<file path="config.mk">
export PLATFORM = sky130hd
export DESIGN_NAME = cs_sense_counter
export DESIGN_NICKNAME = d
export VERILOG_FILES = /design/src/logic/cs_pkg.sv /design/src/logic/cs_sense_counter.sv /design/src/logic/cs_edge_sync.sv
export SDC_FILE = /design/constraint.sdc
export NUM_CORES = 1
export LEC_CHECK = 0
export BUFFER_PORTS_ARGS = -buffer_cell sky130_fd_sc_hd__buf_2
export CORE_MARGIN = 2
export CORE_UTILIZATION = 35
export CTS_CLUSTER_SIZE = 20
export DETAILED_ROUTE_END_ITERATION = 10
export SYNTH_ARGS = -nofsm -noshare
export SYNTH_HDL_FRONTEND = slang
export SYNTH_HIERARCHICAL = 1
export SYNTH_SLANG_ARGS = --single-unit
</file>
<file path="constraint.sdc">
create_clock -name core_clk_i -period 2.25 [get_ports core_clk_i]
set_clock_uncertainty 0.2 [all_clocks]
set_input_delay 0.225 -clock core_clk_i [delete_from_list [all_inputs] [get_ports core_clk_i]]
set_output_delay 0.225 -clock core_clk_i [all_outputs]
set_load 0.02 [all_outputs]
</file>
<file path="src/logic/cs_pkg.sv">
// Constants for the capacitive sense frequency counter
package cs_pkg;
	// Register byte offsets
	localparam logic [7:0] ADDR_SENSE_CTRL_FIRST  = 8'h00;
	localparam logic [7:0] ADDR_SENSE_CTRL_SECOND = 8'h04;
	localparam logic [7:0] ADDR_BYTE_TIMER_CFG    = 8'h08;
	localparam logic [7:0] ADDR_BYTE_TIMER_COUNT  = 8'h0C;
	localparam logic [7:0] ADDR_GATED_TIMER_CTRL  = 8'h10;
	localparam logic [7:0] ADDR_GATED_COUNT_LOW   = 8'h14;
	localparam logic [7:0] ADDR_GATED_COUNT_HIGH  = 8'h18;

	// Field positions in sense_ctrl_first
	localparam int FIRST_ENABLE_BIT      = 7;
	localparam int FIRST_SENSE_BYTE_BIT  = 5;
	localparam int FIRST_RANGE_LSB       = 2;
	localparam int FIRST_PHASE_BIT       = 1;
	localparam int RANGE_W               = 2;
	// Field positions in the remaining registers
	localparam int CHAN_W                = 3;
	localparam int BYTE_CS_BIT           = 0;
	localparam int GATED_ON_BIT          = 0;
	localparam int GATED_GE_BIT          = 2;
	localparam int GATED_SRC_LSB         = 6;
	localparam int SRC_W                 = 2;

	// Reset values
	localparam logic       RST_BYTE_CS   = 1'b1;
	localparam logic [7:0] RST_BYTE      = 8'h00;

	// Gated timer clock source choices
	typedef enum logic [1:0] {
		CS_SRC_CORE  = 2'b00,
		CS_SRC_NONE1 = 2'b01,
		CS_SRC_NONE2 = 2'b10,
		CS_SRC_SENSE = 2'b11
	} cs_src_e;
endpackage

</file>
<file path="src/logic/cs_sense_counter.sv">
// Capacitive sense channel select, control registers and counting timers
`timescale 1ns/100ps
`default_nettype none
// How it works
// - Eight sense pins, three-bit channel select
// - Channel change moves oscillator while enabled
// - Read-only bit shows oscillator source/sink phase
// - Two-bit field picks oscillator current range
// - Oscillator clocks byte or gated timer
// - Sense select plus source clear clocks byte timer
// - Source field 11 clocks gated timer
// - Gated timer off, free-running or gated
module cs_sense_counter #(
	parameter int PINS = 8,
	parameter int GW   = 16
) (
	input  wire logic            core_clk_i,
	input  wire logic            rst_n_i,
	input  wire logic [7:0]      addr_i,
	input  wire logic [7:0]      wdata_i,
	input  wire logic            wr_i,
	input  wire logic            rd_i,
	output logic      [7:0]      rdata_o,
	input  wire logic            sense_osc_i,
	input  wire logic            gate_i,
	output logic      [PINS-1:0] cap_sense_pin_o,
	output logic                 osc_enable_o,
	output logic      [1:0]      osc_current_range_o
);
	// Refuse sizes that the fixed channel field and byte lanes cannot serve
	if (PINS != 8 || GW != 16) begin : g_bad_size
		$error("cs_sense_counter: PINS must be 8 and GW 16");
	end

	// Control state
	logic                           enable_q, enable_d;
	logic                           sense_byte_q, sense_byte_d;
	logic [cs_pkg::RANGE_W-1:0]     range_q, range_d;
	logic [cs_pkg::CHAN_W-1:0]      chan_q, chan_d;
	logic                           byte_cs_q, byte_cs_d;
	logic                           g_on_q, g_on_d;
	logic                           g_ge_q, g_ge_d;
	logic [cs_pkg::SRC_W-1:0]       g_src_q, g_src_d;
	// Timer state
	logic [7:0]                     byte_cnt_q, byte_cnt_d;
	logic [GW-1:0]                  gated_cnt_q, gated_cnt_d;
	logic [7:0]                     rdata_q, rdata_d;
	// Synchronised inputs
	logic                           osc_level;
	logic                           osc_rise;
	logic                           gate_level;
	logic                           byte_tick;
	logic                           gated_tick;
	logic                           gated_run;

	// Register match helper
	function automatic logic hit(input logic [7:0] a, input logic [7:0] off);
		hit = (a == off);
	endfunction

	// Oscillator edges brought into core clock domain
	cs_edge_sync u_osc_sync (
		.core_clk_i (core_clk_i),
		.rst_n_i    (rst_n_i),
		.async_i    (sense_osc_i),
		.level_o    (osc_level),
		.rise_o     (osc_rise)
	);

	// Gate pin synchroniser
	cs_edge_sync u_gate_sync (
		.core_clk_i (core_clk_i),
		.rst_n_i    (rst_n_i),
		.async_i    (gate_i),
		.level_o    (gate_level),
		.rise_o     ()
	);

	// Analog mux steering: one-hot pin enable while module is on
	always_comb begin
		cap_sense_pin_o = '0;
		if (enable_q) begin
			cap_sense_pin_o[chan_q] = 1'b1;
		end
	end
	assign osc_enable_o        = enable_q;
	assign osc_current_range_o = range_q;

	// Timer clock selection
	assign byte_tick  = sense_byte_q & ~byte_cs_q & osc_rise;
	assign gated_run  = g_on_q & (~g_ge_q | gate_level);
	always_comb begin
		case (cs_pkg::cs_src_e'(g_src_q))
			cs_pkg::CS_SRC_CORE:  gated_tick = gated_run;
			cs_pkg::CS_SRC_SENSE: gated_tick = gated_run & osc_rise;
			default:              gated_tick = 1'b0;
		endcase
	end

	// Control register writes
	always_comb begin
		enable_d     = enable_q;
		sense_byte_d = sense_byte_q;
		range_d      = range_q;
		chan_d       = chan_q;
		byte_cs_d    = byte_cs_q;
		g_on_d       = g_on_q;
		g_ge_d       = g_ge_q;
		g_src_d      = g_src_q;
		if (wr_i) begin
			if (hit(addr_i, cs_pkg::ADDR_SENSE_CTRL_FIRST)) begin
				enable_d     = wdata_i[cs_pkg::FIRST_ENABLE_BIT];
				sense_byte_d = wdata_i[cs_pkg::FIRST_SENSE_BYTE_BIT];
				range_d      = wdata_i[cs_pkg::FIRST_RANGE_LSB +: cs_pkg::RANGE_W];
			end else if (hit(addr_i, cs_pkg::ADDR_SENSE_CTRL_SECOND)) begin
				chan_d = wdata_i[cs_pkg::CHAN_W-1:0];
			end else if (hit(addr_i, cs_pkg::ADDR_BYTE_TIMER_CFG)) begin
				byte_cs_d = wdata_i[cs_pkg::BYTE_CS_BIT];
			end else if (hit(addr_i, cs_pkg::ADDR_GATED_TIMER_CTRL)) begin
				g_on_d  = wdata_i[cs_pkg::GATED_ON_BIT];
				g_ge_d  = wdata_i[cs_pkg::GATED_GE_BIT];
				g_src_d = wdata_i[cs_pkg::GATED_SRC_LSB +: cs_pkg::SRC_W];
			end
		end
	end

	// Control registers
	always_ff @(posedge core_clk_i or negedge rst_n_i) begin
		if (!rst_n_i) begin
			enable_q     <= 1'b0;
			sense_byte_q <= 1'b0;
			range_q      <= '0;
			chan_q       <= '0;
			byte_cs_q    <= cs_pkg::RST_BYTE_CS;
			g_on_q       <= 1'b0;
			g_ge_q       <= 1'b0;
			g_src_q      <= '0;
		end else begin
			enable_q     <= enable_d;
			sense_byte_q <= sense_byte_d;
			range_q      <= range_d;
			chan_q       <= chan_d;
			byte_cs_q    <= byte_cs_d;
			g_on_q       <= g_on_d;
			g_ge_q       <= g_ge_d;
			g_src_q      <= g_src_d;
		end
	end

	// Counters: software write loads, otherwise count ticks
	always_comb begin
		byte_cnt_d  = byte_cnt_q;
		gated_cnt_d = gated_cnt_q;
		if (wr_i && hit(addr_i, cs_pkg::ADDR_BYTE_TIMER_COUNT)) begin
			byte_cnt_d = wdata_i;
		end else if (byte_tick) begin
			byte_cnt_d = byte_cnt_q + 8'h01;
		end
		if (wr_i && hit(addr_i, cs_pkg::ADDR_GATED_COUNT_LOW)) begin
			gated_cnt_d = {gated_cnt_q[GW-1:8], wdata_i};
		end else if (wr_i && hit(addr_i, cs_pkg::ADDR_GATED_COUNT_HIGH)) begin
			gated_cnt_d = {wdata_i, gated_cnt_q[7:0]};
		end else if (gated_tick) begin
			gated_cnt_d = gated_cnt_q + {{(GW-1){1'b0}}, 1'b1};
		end
	end

	// Counter registers
	always_ff @(posedge core_clk_i or negedge rst_n_i) begin
		if (!rst_n_i) begin
			byte_cnt_q  <= cs_pkg::RST_BYTE;
			gated_cnt_q <= '0;
		end else begin
			byte_cnt_q  <= byte_cnt_d;
			gated_cnt_q <= gated_cnt_d;
		end
	end

	// Read decode, data one cycle after the strobe
	always_comb begin
		rdata_d = 8'h00;
		if (rd_i) begin
			if (hit(addr_i, cs_pkg::ADDR_SENSE_CTRL_FIRST)) begin
				rdata_d[cs_pkg::FIRST_ENABLE_BIT]                      = enable_q;
				rdata_d[cs_pkg::FIRST_SENSE_BYTE_BIT]                  = sense_byte_q;
				rdata_d[cs_pkg::FIRST_RANGE_LSB +: cs_pkg::RANGE_W]    = range_q;
				rdata_d[cs_pkg::FIRST_PHASE_BIT]                       = osc_level;
			end else if (hit(addr_i, cs_pkg::ADDR_SENSE_CTRL_SECOND)) begin
				rdata_d[cs_pkg::CHAN_W-1:0] = chan_q;
			end else if (hit(addr_i, cs_pkg::ADDR_BYTE_TIMER_CFG)) begin
				rdata_d[cs_pkg::BYTE_CS_BIT] = byte_cs_q;
			end else if (hit(addr_i, cs_pkg::ADDR_BYTE_TIMER_COUNT)) begin
				rdata_d = byte_cnt_q;
			end else if (hit(addr_i, cs_pkg::ADDR_GATED_TIMER_CTRL)) begin
				rdata_d[cs_pkg::GATED_ON_BIT]                    = g_on_q;
				rdata_d[cs_pkg::GATED_GE_BIT]                    = g_ge_q;
				rdata_d[cs_pkg::GATED_SRC_LSB +: cs_pkg::SRC_W]  = g_src_q;
			end else if (hit(addr_i, cs_pkg::ADDR_GATED_COUNT_LOW)) begin
				rdata_d = gated_cnt_q[7:0];
			end else if (hit(addr_i, cs_pkg::ADDR_GATED_COUNT_HIGH)) begin
				rdata_d = gated_cnt_q[GW-1:8];
			end
		end
	end

	// Read data register
	always_ff @(posedge core_clk_i or negedge rst_n_i) begin
		if (!rst_n_i) begin
			rdata_q <= 8'h00;
		end else begin
			rdata_q <= rdata_d;
		end
	end
	assign rdata_o = rdata_q;
endmodule
`default_nettype wire

</file>
<file path="src/logic/cs_edge_sync.sv">
// Two-flop synchroniser with rising edge detector
`timescale 1ns/100ps
`default_nettype none
module cs_edge_sync (
	input  wire logic core_clk_i,
	input  wire logic rst_n_i,
	input  wire logic async_i,
	output logic      level_o,
	output logic      rise_o
);
	logic meta_q;
	logic sync_q;
	logic last_q;
	logic meta_d;
	logic sync_d;
	logic last_d;

	// Next values: first stage read only by second
	always_comb begin
		meta_d = async_i;
		sync_d = meta_q;
		last_d = sync_q;
	end

	// Synchroniser and history flops
	always_ff @(posedge core_clk_i or negedge rst_n_i) begin
		if (!rst_n_i) begin
			meta_q <= 1'b0;
			sync_q <= 1'b0;
			last_q <= 1'b0;
		end else begin
			meta_q <= meta_d;
			sync_q <= sync_d;
			last_q <= last_d;
		end
	end

	assign level_o = sync_q;
	assign rise_o  = sync_q & ~last_q;
endmodule
`default_nettype wire

</file>
**After elaboration in Yosys (flattened, before gate mapping)**

Index checks and enable logic that the tools add are counted.

- Flip-flop bits (word level): 49
- Input port bits: 22
- Output and inout bits: 19
- Logic and storage cells: 91

- Add/subtract/negate cells: 2
- $lt $le $gt $ge: 2
- Eq/ne operators: 8
- Muxes and demuxes: 34
- Bitwise gates (word level): 13
- Reduce and logical (&&, ||, !) cells: 15

Operators with widths:

| kind | number |
|---|---|
| two-way mux 8 bit | 14 |
| two-way mux 16 bit | 2 |
| equality test 8 x 5 -> 1 bit, second input constant | 3 |
| adder 16 x 1 -> 16 bit, second input constant | 1 |
| equality test 8 x 4 -> 1 bit, second input constant | 2 |
| two-way mux 1 bit | 10 |
| two-way mux 3 bit | 3 |
| adder 8 x 1 -> 8 bit, second input constant | 1 |
| equality test 8 x 3 -> 1 bit, second input constant | 1 |
| logical NOT 8 bit | 1 |
| two-way mux 7 bit | 1 |
| NOT 1 bit | 7 |
| AND reduction 2 bit | 3 |
| nonzero test 2 bit | 3 |
| AND 1 bit | 5 |
| two-way mux 5 bit | 1 |
| AND reduction 5 bit | 1 |
| logical AND 1 bit | 4 |
| less-than comparator 3 x 4 -> 1 bit, second input constant | 1 |
| AND reduction 4 bit | 1 |
| demux 1 bit (select 3 bit) | 1 |
| >= comparator 3 x 1 -> 1 bit, second input constant | 1 |
| AND reduction 3 bit | 1 |
| equality test 2 bit, second input constant | 1 |
| 5 further kinds | 5 |

**Depth between registers and ports, before layout**

Gate-level depths: netlist of run 1.

- Depth in word-level cells: 15
- Gate-level depth with buffers: 8

**Modules after synthesis**

The synthesis of run 1 kept the hierarchy.

By module, submodules not included:

| module | instances | cells each | area each (um2) | seq. area each (um2) |
|---|---|---|---|---|
| cs_sense_counter | 1 | 285 | 2613.8 | 1102.3 |
| cs_edge_sync | 2 | 4 | 88.8 | 75.1 |

**Least setup slack after synthesis of run 1**

OpenSTA, ideal clock, no wires.

- Path kind: register -> register
- Start point: reg g_src_q[0] in the netlist's numbering
- End point: reg gated_cnt_q[15]
- Data arrival time: 2.072 ns
- Slack: -0.158 ns
- Cell stages (with the launch flop): 8
- Path buffers: 1
- Clock period less this slack: 2.408 ns
- Cells stage by stage: dfrtp_1 inv_1 ha_1 or4b_1 clkbuf_2 or4b_4 nand3_1 o311ai_2

- Word-level cells in the longest chain between the ends: 4
- Elaborated cells on any way between the ends: 5

RTL lines:

| item | line | text |
|---|---|---|
| from (decl) | cs_sense_counter.sv:43 | `logic [cs_pkg::SRC_W-1:0] g_src_q, g_src_d;` |
| from (signal assigned) | cs_sense_counter.sv:146 | `g_src_q <= g_src_d;` |
| equality test 2 bit / logical NOT 2 bit (equally long branches) | cs_sense_counter.sv:93 | `case (cs_pkg::cs_src_e'(g_src_q))` |
| case mux 1 bit (2 select lines) * | cs_sense_counter.sv:93 |  |
| nonzero test 2 bit (no line) * | -- |  |
| AND reduction 2 bit (no line) * | -- |  |
| to (signal assigned) | cs_sense_counter.sv:175 | `gated_cnt_q <= gated_cnt_d;` |
| to (decl) | cs_sense_counter.sv:46 | `logic [GW-1:0] gated_cnt_q, gated_cnt_d;` |

Every way passes the cells marked *; elsewhere a longest branch is shown, timed or not.
A chain may end at the register's enable or synchronous reset.

**Worst setup path in the final report of run 1**

Ends and elaborated chain as after synthesis.

==> results of run 1 <==
-- layout make-up --
| class | instances | area share |
|---|---|---|
| Timing Repair Buffer | 65 | 0.122 |
| Sequential cell | 49 | 0.362 |
| Clock inverter | 2 | 0.00442 |
| Clock buffer | 6 | 0.0214 |
| Tap cell | 102 | 0.0376 |
| Inverter | 6 | 0.00663 |
| Multi-Input combinational cell | 221 | 0.446 |
-- path summary, 6_finish.rpt --
path / from / end / slack, ns / cells past startpoint
max: g_src_q[0] / gated_cnt_q[15] / -0.05 / 6
min: wdata_i[4] / gated_cnt_q[12] / 0.03 / 2
max reg2reg: g_src_q[0] / gated_cnt_q[15] / -0.05 / 6
min reg2reg: u_gate_sync/meta_q / u_gate_sync/level_o / 0.15 / 0
max in group asynchronous: rst_n_i / byte_cs_q / 0.98 / 3
min in group asynchronous: rst_n_i / byte_cnt_q[3] / 0.26 / 2
-- per-layer routing --
metal / vias to the layer above / global-route usage / part of all wire
li1: 1167 / - / -
met5: - / 0 / 0
met3: 12 / 0.0382 / 0.057
met2: 73 / 0.296 / 0.46
met1: 1166 / 0.252 / 0.46
met4: 0 / 0.0466 / 0.022
-- what timing repair did --
action,in CTS,in global routing
gates resized for setup,5,10
buffers inserted,0,1
hold buffers,3,0
pin swaps,3,3
endpoints found under the hold margin,26,0
setup endpoints to repair,4,7
-- state kept, by name, indices dropped and copies added (netlist names), 2 cells and up --
register and count:
gated_cnt_q 16, byte_cnt_q 8, rdata_o 8, chan_q 3, g_src_q 2, osc_current_range_o 2
-- cells in the final DEF, fill, tap and decap left out, drive strengths merged, types with 2 or more instances in the layout --
cell type	n
a21oi	26
a221oi	2
a22o	7
a311oi	2
a32oi	4
and2	2
and3	6
and4	2
buf	62
clkbuf	6
clkinvlp	2
dfrtp	48
dlygate4sd3	3
ha	4
inv	6
mux2	12
mux2i	6
nand2	21
nand2b	4
nand3	18
nand4	4
nor2	37
nor2b	5
nor3	10
nor3b	4
nor4	2
nor4b	2
o21ai	5
o22ai	5
or4	2
or4b	2
xnor2	3
xor2	11
-- per-stage QoR --
step / worst slack [ns] / setup TNS, ns / cell area, µm² / utilization / total power [W]
CTS: -0.0624 / -0.0718 / 3330 / 0.433 / 0.00209
finish: -0.0482 / -0.0482 / 3390 / 0.442 / 0.00209
global placement: -0.0423 / -0.0968 / 3200 / 0.416 / 0.00155
detailed placement: -0.107 / -0.229 / 3200 / 0.416 / 0.00157
global route: -0.114 / -0.134 / 3390 / 0.442 / 0.00221
floorplan: -0.142 / -0.142 / 2760 / - / 0.00138
-- power by group through the flow --
stage	sequential, W	clock [W]	combinational (W)
after floorplan	0.00110	0	0.000274
after global placement	0.00115	0	0.000407
after detailed placement	0.00115	0	0.000417
after CTS	0.00113	0.000528	0.000425
after global routing	0.00115	0.000577	0.000480
final	0.00114	0.000521	0.000432
==> key figures, run 1 <==
Run status
  – Run status: complete, but fails checks
  – Failing checks: setup timing

Synthesis
  – Synthesized area per cell: 9.46 µm²
  – Mapped Area: 2750 µm²
  – YS warnings: 6
  – Syn_nets: 317
  – Syn Inst Count: 291

Floorplanning
  – Initial Util: 0.358
  – Height of the die: 92.7 µm
  – CORE AREA: 7690 µm²
  – Horiz. Die Dim: 92.7 µm
  – I/O pin cnt: 41
  – Placement Rows: 32
  – Die ar.: 8590 µm²

Clocking
  – Max H-tree Level: 2
  – CTS max path bufs: 2
  – CTS tree: yes
  – Clock Latency Late Sink: 0.30 ns
  – Num CTS Buffers: 5
  – Root buffer cell: clkbuf_8
  – Clk sink count: 49
  – Worst-path clk slew: 0.09 ns

Setup path
  – Critical Path Slowest Stage Cell: or4b_4
  – Crit path launch type: register
  – Worst-path cell chain: inv_2 > ha_4 > or4b_4 > or4b_4 > nand3_4 > o311ai_4
  – WP data required: 2.22 ns
  – Crit Path Category: register to register
  – Crit Path Max Fanout: 2
  – Critical Path End Type: register
  – Crit path arrival time: 2.27 ns
  – Worst path most repeated cell: or4b_4
  – CP peak stage delay: 0.59 ns
  – CP bufs+invs: 1
  – Top delay family on crit path: simple AND/OR/NAND/NOR gates

Timing
  – Min Tclk post-route: 2.30 ns
  – Highest clock rate: 435 MHz
  – Hold_ws: 0.0313 ns
  – Slew @ Worst Pin: 0.601 ns
  – Fin crit share: 1.02
  – Max-slew headroom: 0.599
  – Slew Viols, Final: 0
  – Setup ws final: -0.0482 ns
  – Setup Viol. Count Final: 1
  – Unrepaired setup endpoints after global routing: yes
  – Final hold violation count: 0

Drt
  – Routed WL: 7.57 mm
  – Total number of vias: 2418
  – Routed Antenna Nets: 0
  – Drt drc: 0
  – DRT Pass-1 Iters: 4
  – DRT iter0 DRCs: 199
  – Via/cell ratio: 5.36
  – Routed length per placed instance: 16.8 µm

Pwr
  – Sw frac: 0.319
  – P_sw: 0.000666 W
  – Logic pwr share: 0.206
  – Clock power share: 0.249
  – Peak supply drop: 0.240 mV
  – Leakage: 1.50 nW
  – Sequential power share: 0.544
  – Power Dens Cells: 616 nW/µm²
  – Cell Int Power: 0.00142 W

Placement
  – Port buffer count: 40
  – HPWL Detailed: 5.72 mm
  – Placed cells: 439
  – Global placer's final weighted congestion: 0.957

Global routing
  – First-pass GRT wire length: 12.3 mm
  – Vias in the first global route: 2364
  – Overflow left after global routing: 0
  – Tot GR Track Use: 0.183
  – Largest net degree at the start of global routing: 26
  – Initial antenna violation count: 0

Finish
  – Final net count: 374
  – Area occupied by multi-input gates: 1510 µm²
  – N_diodes: 0
  – Layout cell share with drive strength beyond 1: 0.278
  – Area Overhead vs Synth: 23.3%
  – Cell Count, Final, Fillers Out: 451
  – Layout fillers: 760
  – FF/Latch Area: 1230 µm²

Run
  – MaxCap Viol Count: 0

Worst hold path
  – Tightest Hold Check Type: input pin to register
(Power assumes the default switching activity.)
==> inputs of run 2 (changes only) <==
==> constraint.sdc (replaced) <==
create_clock -name core_clk_i -period 1.98 [get_ports core_clk_i]
set_clock_uncertainty 0.2 [all_clocks]
set_input_delay 0.198 -clock core_clk_i [delete_from_list [all_inputs] [get_ports core_clk_i]]
set_output_delay 0.198 -clock core_clk_i [all_outputs]
set_load 0.02 [all_outputs]
==> run 2 against run 1 <==
Against the previous run:
- the flow still finishes with violations (setup timing)
- cell count rose by 4.2%
- worst setup slack got worse by 0.26 ns
- sequential share of layout area fell by 2.7 points
- total power rose by 18%
- core utilization rose by 3.5 points
- sequential power rose by 13%
- highest routed layer unchanged
==> key figures, run 2 (synthesis gave the netlist of run 1 again) <==
Run status
  – Run status: complete, but fails checks
  – Failing checks: setup timing

Timing
  – Slew Viols, Final: 0 (unchanged)
  – Slew @ Worst Pin: 0.654 ns (+0.0528 ns)
  – Min Tclk post-route: 2.29 ns (-0.0125 ns)
  – Setup ws final: -0.306 ns (-0.258 ns)
  – Highest clock rate: 437 MHz (+0.55%)
  – Fin crit share: 1.15 (+0.133)
  – Max-slew headroom: 0.564 (-0.0352)
  – Unrepaired setup endpoints after global routing: yes
  – Final hold violation count: 0 (unchanged)
  – Setup Viol. Count Final: 16 (+15)

Global routing
  – Tot GR Track Use: 0.192 (+0.00928)
  – Vias in the first global route: 2441 (+3.3%)
  – Overflow left after global routing: 0 (unchanged)
  – Initial antenna violation count: 0 (unchanged)
  – First-pass GRT wire length: 12.7 mm (+3.2%)
  – Largest net degree at the start of global routing: 50 (+92%)

Clocking
  – Num CTS Buffers: 5 (unchanged)
  – Root buffer cell: clkbuf_8
  – Worst-path clk slew: 0.10 ns (about the same)
  – Clock Latency Late Sink: 0.31 ns (about the same)
  – Max H-tree Level: 2 (unchanged)
  – CTS tree: yes
  – Clk sink count: 49 (unchanged)
  – CTS max path bufs: 2 (unchanged)

Finish
  – Reg with most FFs: gated_cnt_q
  – N_diodes: 0 (unchanged)
  – Post-Route Utilization: 0.477 (+0.0352)
  – Layout cell share with drive strength beyond 1: 0.356 (+0.0780)
  – Commonest non-fill, non-tap cell in the layout: dfrtp_1
  – Largest register FFs: 16 (unchanged)
  – Final net count: 393 (+5.1%)
  – Most frequent cells in the layout: dfrtp_1 (48), buf_2 (40), nor2_1 (37)
  – Area Overhead vs Synth: 33.1%

Placement
  – Global placer's final weighted congestion: 0.887 (-7.3%)
  – Port buffer count: 40 (unchanged)
  – HPWL Detailed: 5.81 mm (+1.6%)

Pwr
  – Leakage: 1.64 nW (+9.7%)
  – Power Dens Cells: 672 nW/µm² (+9.1%)
  – Total power: 0.00246 W (+18%)
  – Peak supply drop: 0.322 mV (+34%)

Setup path
  – Worst path most repeated cell: or4b_4
  – Worst-path cell chain: inv_2 > ha_4 > or4b_4 > or4b_4 > o311ai_2
  – Crit Path Max Fanout: 3 (+1)
  – Crit path launch type: register
  – Critical Path Slowest Stage Cell: or4b_4
  – Critical Path End Type: register
  – WP data required: 2.00 ns (-0.22 ns)
  – Crit path arrival time: 2.30 ns (+0.03 ns)
  – CP peak stage delay: 0.55 ns (-0.04 ns)
  – Crit Path Category: register to register

Floorplanning
  – Initial Util: 0.358 (unchanged)
  – I/O pin cnt: 41 (unchanged)
  – Height of the die: 92.7 µm (unchanged)
  – Horiz. Die Dim: 92.7 µm (unchanged)
  – CORE AREA: 7690 µm² (unchanged)
  – Placement Rows: 32 (unchanged)
  – Die ar.: 8590 µm² (unchanged)

Worst hold path
  – Tightest Hold Check Type: input pin to register

Drt
  – Routed length per placed instance: 17.8 µm (+6.0%)
  – Routed WL: 8.36 mm (+10%)
  – DRT iter0 DRCs: 199 (unchanged)
  – Via/cell ratio: 5.46 (+1.8%)
  – Total number of vias: 2566 (+6.1%)
  – DRT Pass-1 Iters: 4 (unchanged)
  – Routed Antenna Nets: 0 (unchanged)
  – Drt drc: 0 (unchanged)

Run
  – MaxCap Viol Count: 0 (unchanged)
-- run 2: cell count changes in the layout (fill, tap and decap cells not counted), sizes merged --
| cell | previous run | this run |
|---|---|---|
| buf | 62 | 81 |
-- run 2: critical path, delay by kind of cell, from the launching register on --
kind,cells,cell delay [ns]
AND/OR/NAND/NOR,2,1.09
flip-flops,1,0.41
AO/OA/AOI/OAI,1,0.23
adder cells (fa/ha/maj),1,0.20
buffers and inverters,1,0.07
-- run 2: repair_timing --
item / CTS / global route
setup endpoints to repair: 10 / 16
hold buffers: 3 / 0
endpoints found under the hold margin: 50 / 0
setup buffers: 4 / 9
gates resized for setup: 14 / 30
pin swaps: 8 / 15
-- run 2: layer usage --
layer	vias to the layer above	global-route usage	wire [µm]
met1	1257	0.271	3740
met2	86	0.310	4080
met4	0	0.0490	122
met5	-	0	0
met3	13	0.0325	413
li1	1210	-	-
-- run 2: power by group --
group          internal, W  switching [W]
sequential         0.00112       0.000167
combinational     0.000281       0.000284
clock             0.000250       0.000357
-- run 2: final timing paths --
check / cells past startpoint / to / start / slack, ns
hold / removal: 3 / rdata_o[3] / rd_i / 0.007
max in group asynchronous: 3 / osc_current_range_o[1] / rst_n_i / 0.81
hold reg to reg: 0 / u_gate_sync/level_o / u_gate_sync/meta_q / 0.16
setup / recovery: 5 / gated_cnt_q[15] / g_src_q[0] / -0.31
setup reg to reg: 5 / gated_cnt_q[15] / g_src_q[0] / -0.31
min in group asynchronous: 3 / gated_cnt_q[7] / rst_n_i / 0.32
-- run 2: metrics by stage --
| stage | instance area (µm²) | worst slack (ns) | instances | setup TNS, ns | hold WS [ns] |
|---|---|---|---|---|---|
| floorplan | 2760 | -0.411 | 291 | -1.51 | -0.298 |
| global placement | 3240 | -0.337 | 447 | -2.98 | 0.108 |
| detailed placement | 3240 | -0.366 | 447 | -4.01 | 0.109 |
| CTS | 3450 | -0.342 | 461 | -2.00 | 0.00796 |
| global route | 3660 | -0.343 | 470 | -3.63 | 0.0114 |
| finish | 3660 | -0.306 | 470 | -2.55 | 0.00650 |
-- run 2: cell type report --
class	count	area, µm²
fillers	743	4020
multi-input cells	221	1630
flip-flops and latches	49	1230
repair buffers	84	572
well taps	102	128
clock buffers	6	72.6
inverters	6	22.5
clock inverters	2	15.0
